<file path="src/hdl/pba_pkg.sv">
// Constants for the secondary bus arbiter and bus parking block
// Functional notes
// - Central-function pin low enables internal arbiter for nine request/grant pairs.
// - Two-level rotation; whole low group is one slot in high rotation.
// - Priority register at 40h holds one bit per master; 1 high, 0 low.
// - All masters in one group gives plain round-robin among all.
// - After reset external masters are low priority, bridge is high priority.
// - Priorities recomputed at each frame start; highest asserted request gets grant.
// - Higher request during lower grant moves grant on the next clock.
// - Previous initiator drops to lowest in its group; next master becomes top.
// - Grant withdrawn after 16 idle granted cycles without frame.
// - On idle bus, new grant comes at least one clock after old removed.
// - On busy bus, grants may swap within the same clock.
// - Preemption enabled by default; bit 31 at 4Ch set disables it.
// - Time-to-preempt selectable 0,1,2,4,8,16,32,64 clocks, default 0.
// - Owner loses grant once waiting master has waited time-to-preempt.
// - Pin high disables arbiter; grant 0 is request out, request 0 is grant in.
// - External mode: bridge starts transaction one cycle after external grant.
// - External mode: grant without own request on idle bus parks the bus.
// - External mode drives grant outputs 8 to 1 high; board pulls requests high.
// - Parking drives address and command first, parity one cycle later.
// - Primary parked only with grant, no request, idle bus; released after grant.
// - While parking primary with work pending, frame may start next clock.
// - Grant stays with last master; bridge parks after reset; 48h bit 1 forces bridge.
// - Primary request held while work queued; dropped two clocks after target end.
package pba_pkg;
	localparam int          ADDR_W          = 8;
	localparam logic [7:0]  OFF_PRIO        = 8'h40;
	localparam logic [7:0]  OFF_PARK        = 8'h48;
	localparam logic [7:0]  OFF_PREEMPT     = 8'h4C;
	localparam logic [7:0]  OFF_STATUS      = 8'h50;
	localparam int          NUM_EXT         = 9;
	localparam int          NUM_MST         = 10;
	localparam int          IDX_W           = 4;
	localparam logic [3:0]  BRIDGE_IDX      = 4'h9;
	localparam logic [3:0]  LOW_SLOT        = 4'hA;
	localparam logic [9:0]  PRIO_RST        = 10'h200;
	localparam int          PARK_BIT        = 1;
	localparam int          PREEMPT_OFF_BIT = 31;
	localparam int          TP_LSB          = 0;
	localparam int          TP_W            = 3;
	localparam logic [2:0]  TP_RST          = 3'h0;
	localparam int          TMO_W           = 5;
	localparam logic [4:0]  GNT_TIMEOUT     = 5'h10;
	localparam int          PRE_W           = 7;
	localparam logic [1:0]  PRI_BACKOFF     = 2'h2;
endpackage : pba_pkg

</file>
<file path="src/hdl/pba_arbiter.sv">
// Secondary bus arbiter, secondary and primary bus parking, register port
module pba_arbiter (
	input  wire logic        sys_clk,
	input  wire logic        rstn,
	input  wire logic        central_function_sel_n,
	input  wire logic [8:0]  sec_req_n,
	output logic      [8:0]  sec_gnt_n,
	input  wire logic        sec_frame_n,
	input  wire logic        sec_initiator_ready_n,
	input  wire logic        bridge_sec_req,
	output logic             bridge_sec_gnt,
	output logic             sec_ad_oe,
	output logic             sec_cbe_oe,
	output logic             sec_par_oe,
	input  wire logic        pri_pending,
	input  wire logic        pri_target_end,
	input  wire logic        pri_gnt_n,
	input  wire logic        pri_frame_n,
	input  wire logic        pri_irdy_n,
	output logic             pri_req_n,
	output logic             pri_frame_start,
	output logic             pri_ad_oe,
	output logic             pri_cmd_byte_en_oe,
	output logic             pri_parity_oe,
	input  wire logic [7:0]  reg_addr,
	input  wire logic [31:0] reg_wdata,
	input  wire logic        reg_wr,
	input  wire logic        reg_rd,
	output logic      [31:0] reg_rdata
);
	logic [9:0]  prio_reg;
	logic        park_bridge_reg;
	logic        preempt_dis_reg;
	logic [2:0]  tp_sel_reg;
	logic        gnt_on_reg;
	logic [3:0]  owner_reg;
	logic        gnt_on_next;
	logic [3:0]  owner_next;
	logic [3:0]  hi_last_reg;
	logic [3:0]  lo_last_reg;
	logic        frame_n_q_reg;
	logic [1:0]  backoff_reg;
	logic        ext_mode;
	logic        flat;
	logic        bus_idle;
	logic        frame_start;
	logic [9:0]  req_vec;
	logic [9:0]  lo_vec;
	logic [10:0] hi_vec;
	logic        hi_found;
	logic [3:0]  hi_pick;
	logic        lo_found;
	logic [3:0]  lo_pick;
	logic        win_valid;
	logic [3:0]  win_idx;
	logic [3:0]  target_idx;
	logic [4:0]  tmo_cnt;
	logic        tmo_inc;
	logic        timeout_hit;
	logic [6:0]  pre_cnt;
	logic        pre_inc;
	logic [6:0]  tp_clocks;
	logic        preempt_go;
	logic        park_sec;
	logic        park_pri;
	logic        pri_idle;
	logic [9:0]  gvec;
	logic        prev_gnt_on_reg;
	logic [3:0]  prev_owner_reg;
	logic        init_on;
	logic [3:0]  init_idx;

	assign ext_mode    = central_function_sel_n;
	assign bus_idle    = sec_frame_n && sec_initiator_ready_n;
	assign frame_start = !sec_frame_n && frame_n_q_reg;
	assign req_vec     = {bridge_sec_req, ~sec_req_n};
	assign gvec        = {bridge_sec_gnt, ~sec_gnt_n};

	// Register writes
	always_ff @(posedge sys_clk or negedge rstn) begin
		if (!rstn) begin
			prio_reg        <= pba_pkg::PRIO_RST;
			park_bridge_reg <= 1'b0;
			preempt_dis_reg <= 1'b0;
			tp_sel_reg      <= pba_pkg::TP_RST;
		end else if (reg_wr) begin
			case (reg_addr)
				pba_pkg::OFF_PRIO: begin
					prio_reg <= reg_wdata[9:0];
				end
				pba_pkg::OFF_PARK: begin
					park_bridge_reg <= reg_wdata[pba_pkg::PARK_BIT];
				end
				pba_pkg::OFF_PREEMPT: begin
					preempt_dis_reg <= reg_wdata[pba_pkg::PREEMPT_OFF_BIT];
					tp_sel_reg      <= reg_wdata[pba_pkg::TP_LSB +: pba_pkg::TP_W];
				end
				default: begin
				end
			endcase
		end
	end

	// Read data stand for exactly one cycle after the strobe
	always_ff @(posedge sys_clk or negedge rstn) begin
		if (!rstn) begin
			reg_rdata <= 32'h0;
		end else if (reg_rd) begin
			case (reg_addr)
				pba_pkg::OFF_PRIO:    reg_rdata <= {22'h0, prio_reg};
				pba_pkg::OFF_PARK:    reg_rdata <= {30'h0, park_bridge_reg, 1'b0};
				pba_pkg::OFF_PREEMPT: reg_rdata <= {preempt_dis_reg, 28'h0, tp_sel_reg};
				pba_pkg::OFF_STATUS:  reg_rdata <= {25'h0, flat, ext_mode, gnt_on_reg,
					owner_reg};
				default:              reg_rdata <= 32'h0;
			endcase
		end else begin
			reg_rdata <= 32'h0;
		end
	end

	// Group vectors; low group is slot 10 of the high rotation
	always_comb begin
		flat = (prio_reg == 10'h000) || (prio_reg == 10'h3FF);
		if (flat) begin
			lo_vec = req_vec;
			hi_vec = {|req_vec, 10'h000};
		end else begin
			lo_vec = req_vec & ~prio_reg;
			hi_vec = {|lo_vec, req_vec & prio_reg};
		end
	end

	pba_rr_pick #(
		.N (11),
		.W (4)
	) u_hi_pick (
		.req_vec  (hi_vec),
		.last_idx (hi_last_reg),
		.found    (hi_found),
		.pick_idx (hi_pick)
	);

	pba_rr_pick #(
		.N (10),
		.W (4)
	) u_lo_pick (
		.req_vec  (lo_vec),
		.last_idx (lo_last_reg),
		.found    (lo_found),
		.pick_idx (lo_pick)
	);

	always_comb begin
		win_valid = hi_found && (hi_pick != pba_pkg::LOW_SLOT || lo_found);
		win_idx   = (hi_pick == pba_pkg::LOW_SLOT) ? lo_pick : hi_pick;
		if (win_valid) begin
			target_idx = win_idx;
		end else if (park_bridge_reg) begin
			target_idx = pba_pkg::BRIDGE_IDX;
		end else begin
			target_idx = owner_reg;
		end
	end

	// Time-to-preempt decode
	always_comb begin
		case (tp_sel_reg)
			3'h0:    tp_clocks = 7'h00;
			3'h1:    tp_clocks = 7'h01;
			3'h2:    tp_clocks = 7'h02;
			3'h3:    tp_clocks = 7'h04;
			3'h4:    tp_clocks = 7'h08;
			3'h5:    tp_clocks = 7'h10;
			3'h6:    tp_clocks = 7'h20;
			3'h7:    tp_clocks = 7'h40;
			default: tp_clocks = 7'h00;
		endcase
	end

	assign tmo_inc = !ext_mode && gnt_on_reg && bus_idle && !frame_start
		&& req_vec[owner_reg];
	assign timeout_hit = tmo_inc && (tmo_cnt == pba_pkg::GNT_TIMEOUT - 5'h01);
	assign pre_inc = !ext_mode && gnt_on_reg && !bus_idle && win_valid
		&& (win_idx != owner_reg);
	assign preempt_go = !preempt_dis_reg && (pre_cnt >= tp_clocks);

	pba_cnt #(
		.W (pba_pkg::TMO_W)
	) u_tmo_cnt (
		.sys_clk (sys_clk),
		.rstn    (rstn),
		.clear   (!tmo_inc),
		.inc     (tmo_inc),
		.count   (tmo_cnt)
	);

	pba_cnt #(
		.W (pba_pkg::PRE_W)
	) u_pre_cnt (
		.sys_clk (sys_clk),
		.rstn    (rstn),
		.clear   (!pre_inc),
		.inc     (pre_inc),
		.count   (pre_cnt)
	);

	// Grant ownership
	always_comb begin
		gnt_on_next = gnt_on_reg;
		owner_next  = owner_reg;
		if (ext_mode) begin
			gnt_on_next = 1'b0;
			owner_next  = pba_pkg::BRIDGE_IDX;
		end else if (timeout_hit) begin
			gnt_on_next = 1'b0;
		end else if (!gnt_on_reg) begin
			gnt_on_next = 1'b1;
			owner_next  = target_idx;
		end else if (target_idx != owner_reg) begin
			if (bus_idle) begin
				gnt_on_next = 1'b0;
			end else if (preempt_go) begin
				owner_next = target_idx;
			end
		end
	end

	always_ff @(posedge sys_clk or negedge rstn) begin
		if (!rstn) begin
			gnt_on_reg      <= 1'b1;
			owner_reg       <= pba_pkg::BRIDGE_IDX;
			prev_gnt_on_reg <= 1'b1;
			prev_owner_reg  <= pba_pkg::BRIDGE_IDX;
		end else begin
			gnt_on_reg      <= gnt_on_next;
			owner_reg       <= owner_next;
			prev_gnt_on_reg <= gnt_on_reg;
			prev_owner_reg  <= owner_reg;
		end
	end

	// Initiator sampled its grant the cycle before frame was seen low
	assign init_on  = frame_start ? prev_gnt_on_reg : (gnt_on_reg && timeout_hit);
	assign init_idx = frame_start ? prev_owner_reg : owner_reg;

	// Rotation pointers move past the last initiator
	always_ff @(posedge sys_clk or negedge rstn) begin
		if (!rstn) begin
			hi_last_reg <= pba_pkg::LOW_SLOT;
			lo_last_reg <= 4'h8;
		end else if (!ext_mode && init_on) begin
			if (flat) begin
				lo_last_reg <= init_idx;
			end else if (prio_reg[init_idx]) begin
				hi_last_reg <= init_idx;
			end else begin
				lo_last_reg <= init_idx;
				hi_last_reg <= pba_pkg::LOW_SLOT;
			end
		end
	end

	always_ff @(posedge sys_clk or negedge rstn) begin
		if (!rstn) begin
			frame_n_q_reg <= 1'b1;
		end else begin
			frame_n_q_reg <= sec_frame_n;
		end
	end

	// Grant pins
	always_ff @(posedge sys_clk or negedge rstn) begin
		if (!rstn) begin
			sec_gnt_n      <= 9'h1FF;
			bridge_sec_gnt <= 1'b0;
		end else if (ext_mode) begin
			sec_gnt_n      <= {8'hFF, !bridge_sec_req};
			bridge_sec_gnt <= !sec_req_n[0] && bridge_sec_req;
		end else begin
			for (int i = 0; i < pba_pkg::NUM_EXT; i++) begin
				sec_gnt_n[i] <= !(gnt_on_next && owner_next == 4'(i));
			end
			bridge_sec_gnt <= gnt_on_next && owner_next == pba_pkg::BRIDGE_IDX;
		end
	end

	// Secondary parking
	assign park_sec = bus_idle && !bridge_sec_req && (ext_mode ? !sec_req_n[0]
		: (gnt_on_reg && owner_reg == pba_pkg::BRIDGE_IDX));

	always_ff @(posedge sys_clk or negedge rstn) begin
		if (!rstn) begin
			sec_ad_oe  <= 1'b0;
			sec_cbe_oe <= 1'b0;
			sec_par_oe <= 1'b0;
		end else begin
			sec_ad_oe  <= park_sec;
			sec_cbe_oe <= park_sec;
			sec_par_oe <= park_sec && sec_ad_oe;
		end
	end

	// Primary request with back-off after target termination
	always_ff @(posedge sys_clk or negedge rstn) begin
		if (!rstn) begin
			backoff_reg <= 2'h0;
			pri_req_n   <= 1'b1;
		end else if (pri_target_end) begin
			backoff_reg <= pba_pkg::PRI_BACKOFF - 2'h1;
			pri_req_n   <= 1'b1;
		end else if (backoff_reg != 2'h0) begin
			backoff_reg <= backoff_reg - 2'h1;
			pri_req_n   <= 1'b1;
		end else begin
			pri_req_n   <= !pri_pending;
		end
	end

	// Primary parking and transaction start
	assign pri_idle = pri_frame_n && pri_irdy_n;
	assign park_pri = !pri_gnt_n && pri_req_n && pri_idle;

	always_ff @(posedge sys_clk or negedge rstn) begin
		if (!rstn) begin
			pri_ad_oe          <= 1'b0;
			pri_cmd_byte_en_oe <= 1'b0;
			pri_parity_oe      <= 1'b0;
			pri_frame_start    <= 1'b0;
		end else begin
			pri_ad_oe          <= park_pri;
			pri_cmd_byte_en_oe <= park_pri;
			pri_parity_oe      <= park_pri && pri_ad_oe;
			pri_frame_start    <= !pri_gnt_n && pri_idle && pri_pending
				&& (!pri_req_n || pri_ad_oe);
		end
	end
endmodule : pba_arbiter

</file>
<file path="src/hdl/pba_rr_pick.sv">
// Rotating picker: first request after the last winner
module pba_rr_pick #(
	parameter int N = 10,
	parameter int W = 4
) (
	input  wire logic [N-1:0] req_vec,
	input  wire logic [W-1:0] last_idx,
	output logic              found,
	output logic [W-1:0]      pick_idx
);
	always_comb begin
		int j;
		j = 0;
		found = 1'b0;
		pick_idx = '0;
		// Descending so the nearest follower of last_idx wins
		for (int i = N; i >= 1; i--) begin
			j = int'(last_idx) + i;
			if (j >= N) begin
				j = j - N;
			end
			if (req_vec[j]) begin
				found = 1'b1;
				pick_idx = W'(j);
			end
		end
	end
endmodule : pba_rr_pick

</file>
<file path="src/hdl/pba_cnt.sv">
// Saturating cycle counter with synchronous clear
module pba_cnt #(
	parameter int W = 5
) (
	input  wire logic         sys_clk,
	input  wire logic         rstn,
	input  wire logic         clear,
	input  wire logic         inc,
	output logic [W-1:0]      count
);
	always_ff @(posedge sys_clk or negedge rstn) begin
		if (!rstn) begin
			count <= '0;
		end else if (clear) begin
			count <= '0;
		end else if (inc && count != {W{1'b1}}) begin
			count <= count + W'(1);
		end
	end
endmodule : pba_cnt

</file>
<file path="config.mk">
export PLATFORM = sky130hd
export DESIGN_NAME = pba_arbiter
export DESIGN_NICKNAME = d
export VERILOG_FILES = /design/src/hdl/pba_pkg.sv /design/src/hdl/pba_arbiter.sv /design/src/hdl/pba_rr_pick.sv /design/src/hdl/pba_cnt.sv
export SDC_FILE = /design/constraint.sdc
export NUM_CORES = 1
export LEC_CHECK = 0
export ABC_AREA = 1
export BUFFER_PORTS_ARGS = -buffer_cell sky130_fd_sc_hd__buf_2
export CORE_AREA = 2 2 161 116
export DETAILED_ROUTE_END_ITERATION = 6
export DIE_AREA = 0 0 163 118
export MAX_ROUTING_LAYER = met4
export PLACE_DENSITY = 0.75
export SLEW_MARGIN = 0
export SYNTH_ARGS = -nofsm -noshare
export SYNTH_HDL_FRONTEND = slang
export SYNTH_SLANG_ARGS = --single-unit
export TNS_END_PERCENT = 100
</file>
<file path="constraint.sdc">
create_clock -name sys_clk -period 7.8 [get_ports sys_clk]
set_input_delay 0.39 -clock sys_clk [delete_from_list [all_inputs] [get_ports sys_clk]]
set_output_delay 0.39 -clock sys_clk [all_outputs]
set_load 0.05 [all_outputs]
</file>
# Word level (Yosys, flattened, before mapping)

Memory sizes are Yosys's and may differ from the RTL's.
Cells that the tools add are included.

Flip-flop bits (word level): 96
Bits in latches: 0
Bits in writable memories: 0
Memory bits (read-only): 56
Bits of input ports: 62
Output and inout port bits: 50
Logic and storage cells: 379
Memories: 1

Memory list:

| name             | depth | width | rd ports | clocked after Yosys merged registers in | write ports | line               | text |
|---|---|---|---|---|---|---|---|
| (name not given) | 8     | 7     | 1        | 0                                       | 0           | pba_arbiter.sv:168 | `case (tp_sel_reg)` |

Add/sub/neg operators: 45
$mul: 0
Div/mod/pow operators: 0
Order comparisons: 45
Equal/unequal tests: 25
Shift-type cells: 0
Muxes and demuxes: 164
Bitwise operators: 5
Reduce and logical (&&, ||, !) cells: 71

Operators with widths:

| operator                | number |
|---|---|
| $mux W32                | 22 |
| $ge A32 B5 Y1 const B   | 21 |
| $lt A32 B6 Y1 const B   | 21 |
| $sub A32 B5 Y32 const B | 21 |
| $mux W4                 | 34 |
| $pmux W32 S4            | 1 |
| $bmux W1 S4             | 23 |
| $mux W1                 | 75 |
| $add A4 B3 Y5 const B   | 8 |
| $logic_and A1 B1 Y1     | 38 |
| $add A4 B4 Y5 const B   | 7 |
| $eq A8 B7 Y1 const B    | 4 |
| $add A4 B2 Y5 const B   | 4 |
| $and A10 B10 Y10        | 2 |
| $reduce_or A10 Y1       | 2 |
| $logic_not A1 Y1        | 19 |
| $eq A4 B3 Y1 const B    | 4 |
| $eq A4 B4 Y1 const B    | 4 |
| $mux W7                 | 2 |
| $mux W11                | 1 |
| $add A4 B1 Y5 const B   | 2 |
| $eq A10 B10 Y1 const B  | 1 |
| $logic_not A10 Y1       | 1 |
| $lt A4 B5 Y1 const B    | 2 |
| 24 further kinds        | 36 |

# Depth between registers and ports, before layout

Gate-level depths: netlist (run 1).

Depth in word-level cells: 32
Mapped depth: 48
Depth with buffers taken out: 46

# Modules after synthesis

A second synthesis (run 1) with hierarchy kept.

Cell total of the unflattened synthesis: 1,637
Area total of the unflattened synthesis: 10,119.7 µm²

Modules (own cells, without submodules):

| module                   | times used | cells each | area an instance (µm²) | seq. area each (µm²) |
|---|---|---|---|---|
| pba_arbiter              | 1          | 495        | 3,819.9                | 1,602.8 |
| pba_rr_pick at u_hi_pick | 1          | 619        | 3,363.2                | 0.0 |
| pba_rr_pick at u_lo_pick | 1          | 426        | 2,228.4                | 0.0 |
| pba_cnt at u_pre_cnt     | 1          | 62         | 441.7                  | 175.2 |
| pba_cnt at u_tmo_cnt     | 1          | 35         | 266.5                  | 125.1 |

# Worst setup path after synthesis (run 1)

OpenSTA, ideal clock, no wires.

Path type: flip-flop to flip-flop
From: register lo_last_reg[0]
To: register bridge_sec_gnt
Setup time: 0.066 ns
Arrival time: 4.146 ns
Required time: 7.734 ns
Setup slack: 3.588 ns
Stages on the path, launching flop included: 32
Buffers on the path: 2
Period minus slack after synthesis: 4.212 ns
Path through: dfrtp_1 > buf_2 > inv_1 > buf_1 > ha_1 > inv_2 > or2_2 > o21ai_2 > nand2_1 > nand2_1 > nand2_1 > clkinv_1 > nand3_1 > nand3_1 > nand2_1 > a21oi_2 > inv_2 > nor4_1 > nand4_1 > nor4_1 > nand3_2 > nand2_4 > nand2_1 > nand3_1 > nand2_1 > nor2_2 > nand2_2 > a21oi_4 > inv_2 > nor2_1 > nand2_1 > nand2_1

Elaborated cells between the ends (all ways): 108
Those cells by class: add/sub (20); order compare (10); eq/ne (2); mux (73); reduce/logical (3)

RTL lines:

| what                                             | line                                 | text |
|---|---|---|
| start: declaration                               | pba_arbiter.sv:40                    | `logic [3:0] lo_last_reg;` |
| start signal: assignment                         | pba_arbiter.sv:254                   | `lo_last_reg <= init_idx;` |
| start signal: assignment                         | pba_arbiter.sv:258                   | `lo_last_reg <= init_idx;` |
| $add A4 B4 Y5                                    | pba_rr_pick.sv:18                    | `j = int'(last_idx) + i;` |
| $sub A32 B5 Y32 or $ge A32 B5 Y1 (tied branches) | pba_rr_pick.sv:20, pba_rr_pick.sv:19 |  |
| $mux W32                                         | pba_rr_pick.sv:19                    | `if (j >= N) begin` |
| $bmux W1 S4                                      | pba_rr_pick.sv:22                    | `if (req_vec[j]) begin` |
| $mux W1 (implied by the code) (2 in series)      | pba_rr_pick.sv:22                    |  |
| $mux W1 (10 in series)                           | pba_rr_pick.sv:22                    |  |
| $logic_or A1 B1 Y1                               | pba_arbiter.sv:155                   | `win_valid = hi_found && (hi_pick != pba_pkg::LOW_SLOT \|\| lo_found);` |
| $logic_and A1 B1 Y1                              | pba_arbiter.sv:155                   |  |
| $mux W4 (*)                                      | pba_arbiter.sv:157                   | `if (win_valid) begin` |
| $ne A4 B4 Y1 (*)                                 | pba_arbiter.sv:220                   | `end else if (target_idx != owner_reg) begin` |
| $mux W1 (*)                                      | pba_arbiter.sv:220                   |  |
| $mux W1 (*)                                      | pba_arbiter.sv:217                   | `end else if (!gnt_on_reg) begin` |
| $mux W1 (*)                                      | pba_arbiter.sv:215                   | `end else if (timeout_hit) begin` |
| $mux W1 (*)                                      | pba_arbiter.sv:212                   | `if (ext_mode) begin` |
| named net gnt_on_next                            | pba_arbiter.sv:37                    | `logic gnt_on_next;` |
| $logic_and A1 B1 Y1 (*)                          | pba_arbiter.sv:284                   | `bridge_sec_gnt <= gnt_on_next && owner_next == pba_pkg::BRIDGE_IDX;` |
| $mux W1 (*)                                      | pba_arbiter.sv:277                   | `end else if (ext_mode) begin` |
| end signal: assignment                           | pba_arbiter.sv:279                   | `bridge_sec_gnt <= !sec_req_n[0] && bridge_sec_req;` |
| end signal: assignment                           | pba_arbiter.sv:284                   |  |
| end: declaration                                 | pba_arbiter.sv:11                    | `output logic bridge_sec_gnt,` |

The timed path passes the listed nets; every way through them passes the cells marked *. The select of a mux whose other input is x is not followed.
A chain may end at the register's enable or synchronous reset.

# Worst setup path in the final report (run 1)

Ends and elaborated chain as after synthesis.

==> run metrics, run 1 <==
status=complete, but fails checks; violated checks=DRC; global route overflow=0; Slew @ Worst Pin=0.967 ns; synth unique cells=67; wire per inst=15.7 um; Clock Skew=0.00515 ns; CP Launch Type=register; worst r2r src=lo_last_reg[0]; Synthesis Warnings=0; Tcrit/Tclk final=71.5%; Hold Path End=frame_n_q_reg; DRC=1; fmax=179 MHz; min-delay src=sec_frame_n; cell area after synthesis=9560 um2; pin count of the biggest net entering global routing=76; vias per inst=5.72; Ports=112; final RePlAce weighted congestion=1.04; clock sinks=75; Final Hold Viols=0; dominant synthesized flop cell=dfrtp_1; Hold Buf Count CTS=0; Die Y=118 um; fin util=57.9%; Buffers & Inverters on Critical Path=5; top cells by area, synth=nand2_1, dfrtp_1, nand3_1; top-area cell type share of the netlist area=17.4%; critical-path maximum fanout=21; Buffers on Ports=69; number of flip-flops under the largest register name=11; clock root buffer master=clkbuf_16; Final min period=5.58 ns; Post-DP HPWL=22200 um; Post-synth EDFFs=0; Initial Util=54.0%; max-cap violation count=0; synthesized instance count=1537; crit path kind=reg -> reg; delay-heaviest family, CP=simple AND/OR/NAND/NOR gates; CP Capture Type=register; Die ar.=19200 um2; vias in the first global route=9118; postcts setup bufs=0; Arrival @ worst endpoint=5.85 ns; Syn Area/Cell=6.22 um2; clock buffer depth=2; final-stage net count=1700; first-pass GRT wire length=46600 um; Synth-to-Final Area Change=7.07%; ys async rst share=100%; Seq cells post-synth=75; Starting DRT DRC Count=1113; post-synthesis sequential area ratio=19.9%; layout cell share with drive strength beyond 1=14.6%; DRT Wirelength=28800 um; CTS tree=built; CP required=8.07 ns; worst hold-check path type=in -> reg; FF-to-FF path depth=28; Post-DRT Antenna Nets=0; CTS resizes=0; CTS Buf Count=9; CP max-delay cell=dfrtp_1; area leader, netlist=nand2_1; Final setup viols=0; gr usage total=30.7%; CORE AREA=17700 um2; final setup TNS=0 ns; relative slew slack=34.9%; Clock transition at path regs=0.06 ns; initial antenna violation count=2; via count=10481; Critical R2R Capture=bridge_sec_gnt; std cell rows=41; FF-to-FF setup slack=2.22 ns; Clock Latency Late Sink=0.34 ns; cell mode on critical path=nand2_1; drt first pass iters=7; RSZ-0062 raised after global routing=no; crit-path max cell delay=0.81 ns; hold depth=1; max-slew violations=0; die width=163 um; H-tree Lvls=3
[worst reg2reg max path, delay by kind of cell, from the launching register on]
kind | cells | cell delay [ns]
adders and majority gates | 1 | 0.63
AOI/OAI and AO/OA | 7 | 1.42
and+or+nand+nor | 15 | 1.76
DFF | 1 | 0.81
buffers and inverters | 5 | 0.90
[cells by family (layout without fill, tap and decap cells)]
logic type / count (synthesis) / in the layout / share of synthesized area, %
flip-flops: 75 / 75 / 19.9
other: 1 / 24 / 0.0392
buffers and inverters: 257 / 293 / 11.8
adder cells (fa/ha/maj): 50 / 50 / 6.70
AND/OR/NAND/NOR: 802 / 802 / 38.0
XOR/XNOR: 39 / 39 / 4.32
AO/OA/AOI/OAI: 313 / 313 / 19.2
[worst max path at each step]
stage	startpoint	endpoint	slack [ns]	cells past startpoint
after floorplan	lo_last_reg[0]	bridge_sec_gnt	3.59	31
after global placement	lo_last_reg[0]	sec_gnt_n[7]	2.47	26
after detailed placement	lo_last_reg[0]	sec_gnt_n[7]	2.38	28
after CTS	lo_last_reg[0]	bridge_sec_gnt	2.33	28
after global routing	lo_last_reg[0]	sec_gnt_n[7]	1.67	34
final	lo_last_reg[0]	bridge_sec_gnt	2.22	28
[routing by layer]
layer / GRT usage (%) / share of wire (%) / vias to the layer above
met5: - / 0 / -
met4: 8.08 / 2.3 / 0
met3: 6.13 / 11 / 66
met2: 43.0 / 41 / 535
met1: 44.8 / 46 / 4776
li1: - / - / 5104
[layout make-up]
| type | count | area, um2 |
|---|---|---|
| fillers | 1718 | 7460 |
| repair buffers | 70 | 355 |
| inverters | 207 | 782 |
| diodes | 3 | 7.51 |
| clock inverters | 7 | 67.6 |
| multi-input cells | 1225 | 6600 |
| well taps | 236 | 295 |
| clock buffers | 9 | 225 |
| flip-flops and latches | 75 | 1900 |
[cells in the mapped netlist, drive strengths merged (3+ instances only)]
cell type,n
ha,48
nand3b,7
clkinv,3
xor2,32
a22oi,5
dfstp,21
nand3,156
buf,43
nor2,121
o21ai,138
dfrtp,54
o211ai,21
nor3,12
inv,204
o22ai,4
a31oi,5
nand4,10
nand2,478
clkbuf,7
a21oi,114
or2,4
o2111ai,3
xnor2,7
o21a,4
nor4,10
[metrics by stage]
step                instance area, um2  std cells  hold WS, ns  setup slack, ns
floorplan                         9640       1557       0.0944             3.59
detailed placement                9940       1813        0.408             2.38
finish                           10200       1832        0.172             2.22
global route                     10200       1831        0.171             1.67
global placement                  9940       1813        0.410             2.47
CTS                              10200       1829        0.167             2.33
[placed cells by master (no fill, tap or decap), types with 26 or more instances in the layout]
cell type,count
o21ai_1,31
dfrtp_1,54
buf_2,68
o21ai_0,97
nor2_1,113
a21oi_1,106
nand2_2,26
nand2_1,444
inv_1,174
inv_2,28
nand3_1,137
ha_1,48
xor2_1,27
Power of run 1 is not shown: default switching activity piles up to over one toggle a cycle in this logic, so the estimate is an artifact.
==> inputs of run 2 (changes only) <==
Clock period 7.8 ns to 5.5 ns, I/O delays scaled along.
==> run 2 against run 1 <==
Compared with the run above: the flow now finishes without violations; via count down 0.48%; first-iteration DRC count up 6.6%; critical endpoint unchanged; setup slack worse by 1.7 ns; clock skew up 0.0020 ns; critical path type unchanged; core utilization up 0.57 points.
==> run metrics, run 2 (synthesis gave the netlist of run 1 again) <==
Slew @ Worst Pin=0.897 ns (-0.0700 ns); number of flip-flops under the largest register name=11 (unchanged); layout cell share with drive strength beyond 1=15.2% (+0.63 points); Critical R2R Capture=bridge_sec_gnt; RSZ-0062 raised after global routing=no; final setup TNS=0 ns (unchanged); initial antenna violation count=0 (-2); Clock Latency Late Sink=0.33 ns (about the same); delay-heaviest family, CP=simple AND/OR/NAND/NOR gates; Clock transition at path regs=0.05 ns (about the same); Hold Buf Count CTS=0 (unchanged); FF-to-FF path depth=37 (+32%); gr usage total=31.1% (+0.35 points); first-pass GRT wire length=46700 um (+0.25%); critical-path maximum fanout=14 (-33%); commonest non-fill, non-tap cell in the layout=nand2_1; CP Launch Type=register; H-tree Lvls=3 (unchanged); via count=10431 (-0.48%); die width=163 um (unchanged); crit path kind=reg -> reg; Buffers on Ports=69 (unchanged); FF-to-FF setup slack=0.50 ns (-1.73 ns); pin count of the biggest net entering global routing=76 (unchanged); Crit path depth=37 (+32%); Critical Path End=bridge_sec_gnt; Final setup viols=0 (unchanged); fmax=200 MHz (+11%); CTS Buf Count=9 (unchanged); cell mode on critical path=nand2_1; clock sinks=75 (unchanged); most frequent cells in the layout=nand2_1, inv_1, nand3_1; clock buffer depth=2 (unchanged); vias per inst=5.66 (-1.0%); crit-path max cell delay=0.70 ns (-0.11 ns); pre-CTS setup slack=0.683 ns (-1.70 ns); Tcrit/Tclk final=91.0% (+19 points); vias in the first global route=9016 (-1.1%); DRT Wirelength=29500 um (+2.3%); std cell rows=41 (unchanged); origin of the worst setup path=hi_last_reg[3]; postcts setup bufs=0 (unchanged); antenna diode count=0 (-3); Die Y=118 um (unchanged); CORE AREA=17700 um2 (unchanged); fin worst setup slack=0.496 ns (-1.73 ns); FILL cells=1732 (+0.81%); Buffers & Inverters on Critical Path=1 (-4); clock root buffer master=clkbuf_16; CP max-delay cell=dfstp_2; global route overflow=0 (unchanged); CP Capture Type=register; status=finished clean; wire per inst=16.0 um (+1.7%); Final Hold Viols=0 (unchanged); worst r2r src=hi_last_reg[3]; Clock Skew=0.00716 ns (+0.00201 ns); relative slew slack=39.6% (+4.7 points); Arrival @ worst endpoint=5.27 ns (-0.58 ns); worst hold-check path type=in -> reg; Initial Util=54.0% (unchanged); Synth-to-Final Area Change=8.11%; Post-DP HPWL=23000 um (+3.5%); CTS tree=built; CP required=5.77 ns (-2.30 ns); max-cap violation count=0 (unchanged); Ports=112 (unchanged); DRC=0 (-1); drt first pass iters=6 (-1); max-slew violations=0 (unchanged); Post-DRT Antenna Nets=0 (unchanged); final RePlAce weighted congestion=1.03 (-1.9%); Final min period=5.00 ns (-0.572 ns); final-stage net count=1713 (+0.76%); Die ar.=19200 um2 (unchanged); Starting DRT DRC Count=1186 (+6.6%)
## run 2: metrics by stage
| stage | instances | util (%) | hold slack [ns] | area, um2 |
|---|---|---|---|---|
| finish | 1842 | 58.4 | 0.0646 | 10300 |
| global route | 1842 | 58.4 | 0.0547 | 10300 |
| CTS | 1842 | 58.4 | 0.0570 | 10300 |
| detailed placement | 1826 | 56.7 | 0.403 | 10000 |
| global placement | 1826 | 56.7 | 0.403 | 10000 |
| floorplan | 1557 | - | -0.0206 | 9640 |
## run 2: final cells by class
type	count	area (um2)	area share (%)
Multi-Input combinational cell	1225	6600	63.9
Timing Repair Buffer	83	453	4.38
Inverter	207	782	7.56
Tap cell	236	295	2.86
Sequential cell	75	1900	18.4
Clock inverter	5	60.1	0.581
Clock buffer	11	243	2.35
## run 2: worst min-delay path by stage
| stage | endpoint | depth (start not counted) | slack [ns] | startpoint |
|---|---|---|---|---|
| 2_1_floorplan | backoff_reg[0] | 0 | -0.02 | rstn |
| 3_3_place_gp | frame_n_q_reg | 1 | 0.40 | sec_frame_n |
| 3_5_place_dp | frame_n_q_reg | 1 | 0.40 | sec_frame_n |
| 4_1_cts | frame_n_q_reg | 1 | 0.06 | sec_frame_n |
| 5_1_grt | frame_n_q_reg | 1 | 0.05 | sec_frame_n |
| 6_report | frame_n_q_reg | 1 | 0.06 | sec_frame_n |
## run 2: repair_timing
item | 4_1_cts | 5_1_grt
endpoints found under the setup margin | 0 | 2
resized for setup | 0 | 1
endpoints found under the hold margin | 0 | 0
## run 2: routing by layer
| metal | wire length [um] | track usage (%) |
|---|---|---|
| met4 | 440 | 6.08 |
| met1 | 13900 | 46.1 |
| met5 | 0 | - |
| met2 | 11800 | 42.3 |
| met3 | 3240 | 7.82 |
Power of run 2 is left out for the same reason.
==> inputs of run 3 (changes only) <==
Clock period 5.5 ns to 6.49 ns, I/O delays scaled along.
==> run 3 against run 2 <==
Compared with the run above: design area shrank 0.58%; register-to-register slack improved by 0.66 ns; hold slack improved by 0.045 ns; clock skew up 0.0050 ns; global-route usage down 0.46 points; fmax shrank 6.2%; first-iteration DRC count grew 5.1%; final cell count decreased by 0.38%; core utilization is 0.34 points lower; die area unchanged; critical path depth fell by 8; sequential share of layout area rose by 0.11 points; critical path type unchanged; critical endpoint is now sec_gnt_n[7].
==> run metrics, run 3 (synthesis gave the netlist of run 1 again) <==
Synth-to-Final Area Change=7.48%; area post-placement=9960 um2 (-0.75%); RSZ-0062 raised after global routing=no; Final setup viols=0 (unchanged); via count=10388 (-0.41%); Arrival @ worst endpoint=5.59 ns (+0.32 ns); crit path kind=reg -> reg; final setup TNS=0 ns (unchanged); CP Capture Type=register; Post-DP HPWL=22200 um (-3.7%); Final min period=5.34 ns (+0.332 ns); H-tree Lvls=3 (unchanged); Post-DRT Antenna Nets=0 (unchanged); status=finished clean; drt first pass iters=6 (unchanged); postcts setup bufs=0 (unchanged); CTS Buf Count=9 (unchanged); CTS resizes=0 (unchanged); std cell rows=41 (unchanged); initial antenna violation count=3 (+3); final-stage net count=1703 (-0.58%); Clock Skew=0.0122 ns (+0.00501 ns); Starting DRT DRC Count=1247 (+5.1%); worst hold-check path type=in -> async; Tcrit/Tclk final=82.2% (-8.8 points); DRC=0 (unchanged); Die ar.=19200 um2 (unchanged); fmax=187 MHz (-6.2%); pin count of the biggest net entering global routing=76 (unchanged); CP max-delay cell=dfrtp_1; clock root buffer master=clkbuf_16; Slew @ Worst Pin=0.961 ns (+0.0636 ns); CP required=6.75 ns (+0.98 ns); wire per inst=15.5 um (-3.2%); die width=163 um (unchanged); layout cell share with drive strength beyond 1=14.7% (-0.47 points); final RePlAce weighted congestion=0.996 (-2.8%); clock sinks=75 (unchanged); cell mode on critical path=nand2_1; vias per inst=5.66 (about the same); fin area=10300 um2 (-0.58%); vias in the first global route=9133 (+1.3%); Initial Util=54.0% (unchanged); Clock transition at path regs=0.06 ns (about the same); Hold Buf Count CTS=0 (unchanged); most frequent cells in the layout=nand2_1, inv_1, nand3_1; Clock Latency Late Sink=0.34 ns (about the same); clock buffer depth=2 (unchanged); CP Launch Type=register; DRT Wirelength=28400 um (-3.6%); max-cap violation count=0 (unchanged); crit-path max cell delay=0.74 ns (+0.04 ns); max-slew violations=0 (unchanged); commonest non-fill, non-tap cell in the layout=nand2_1; relative slew slack=35.3% (-4.3 points); first-pass GRT wire length=46500 um (-0.34%); Final Hold Viols=0 (unchanged); Buffers on Ports=69 (unchanged); CTS tree=built; gr usage total=30.6% (-0.46 points); critical-path maximum fanout=14 (unchanged); global route overflow=0 (unchanged); Die Y=118 um (unchanged); Ports=112 (unchanged); CORE AREA=17700 um2 (unchanged); number of flip-flops under the largest register name=11 (unchanged)
[run 3: area by class of cell]
type                    instances  area, um2
diodes                          3       7.51
clock buffers                  10        239
clock inverters                 6       71.3
fillers                      1715       7420
inverters                     207        782
multi-input cells            1225       6600
flip-flops and latches         75       1900
well taps                     236        295
repair buffers                 73        378
[run 3: worst max-delay path: cells and delay by family, from the launching register on]
family / cells / cell delay (ns)
buf+inv: 4 / 0.54
fa+ha+maj: 1 / 0.46
simple gates: 19 / 2.05
compound gates: 5 / 1.47
flops: 1 / 0.74
[run 3: final timing paths]
| check | startpoint | to | slack, ns | depth (start not counted) |
|---|---|---|---|---|
| max in group asynchronous | rstn | prev_owner_reg[2] | 5.78 | 1 |
| worst max register to register | hi_last_reg[2] | sec_gnt_n[7] | 1.15 | 29 |
| worst min-delay path | rstn | u_tmo_cnt.count[3] | 0.11 | 1 |
| worst max-delay path | hi_last_reg[2] | sec_gnt_n[7] | 1.15 | 29 |
| min in group sys_clk | sec_frame_n | frame_n_q_reg | 0.11 | 1 |
| worst min register to register | gnt_on_reg | prev_gnt_on_reg | 0.43 | 0 |
[run 3: per-stage QoR]
stage / utilization [%] / hold slack (ns) / cells / setup slack (ns)
final: 58.1 / 0.110 / 1835 / 1.15
after global routing: 58.1 / 0.107 / 1835 / 0.547
after CTS: 58.0 / 0.103 / 1832 / 1.26
after detailed placement: 56.3 / 0.411 / 1816 / 1.29
after global placement: 56.3 / 0.409 / 1816 / 1.41
after floorplan: - / 0.0289 / 1557 / 2.28
[run 3: metal layers]
| layer | up-vias | track usage [%] | wire, um | part of all wire [%] |
|---|---|---|---|---|
| met3 | 59 | 5.18 | 3160 | 11 |
| li1 | 5110 | - | - | - |
| met1 | 4676 | 46.1 | 13200 | 46 |
| met5 | - | - | 0 | 0 |
| met4 | 0 | 8.24 | 728 | 2.6 |
| met2 | 543 | 41.8 | 11300 | 40 |
Power of run 3 is left out for the same reason.
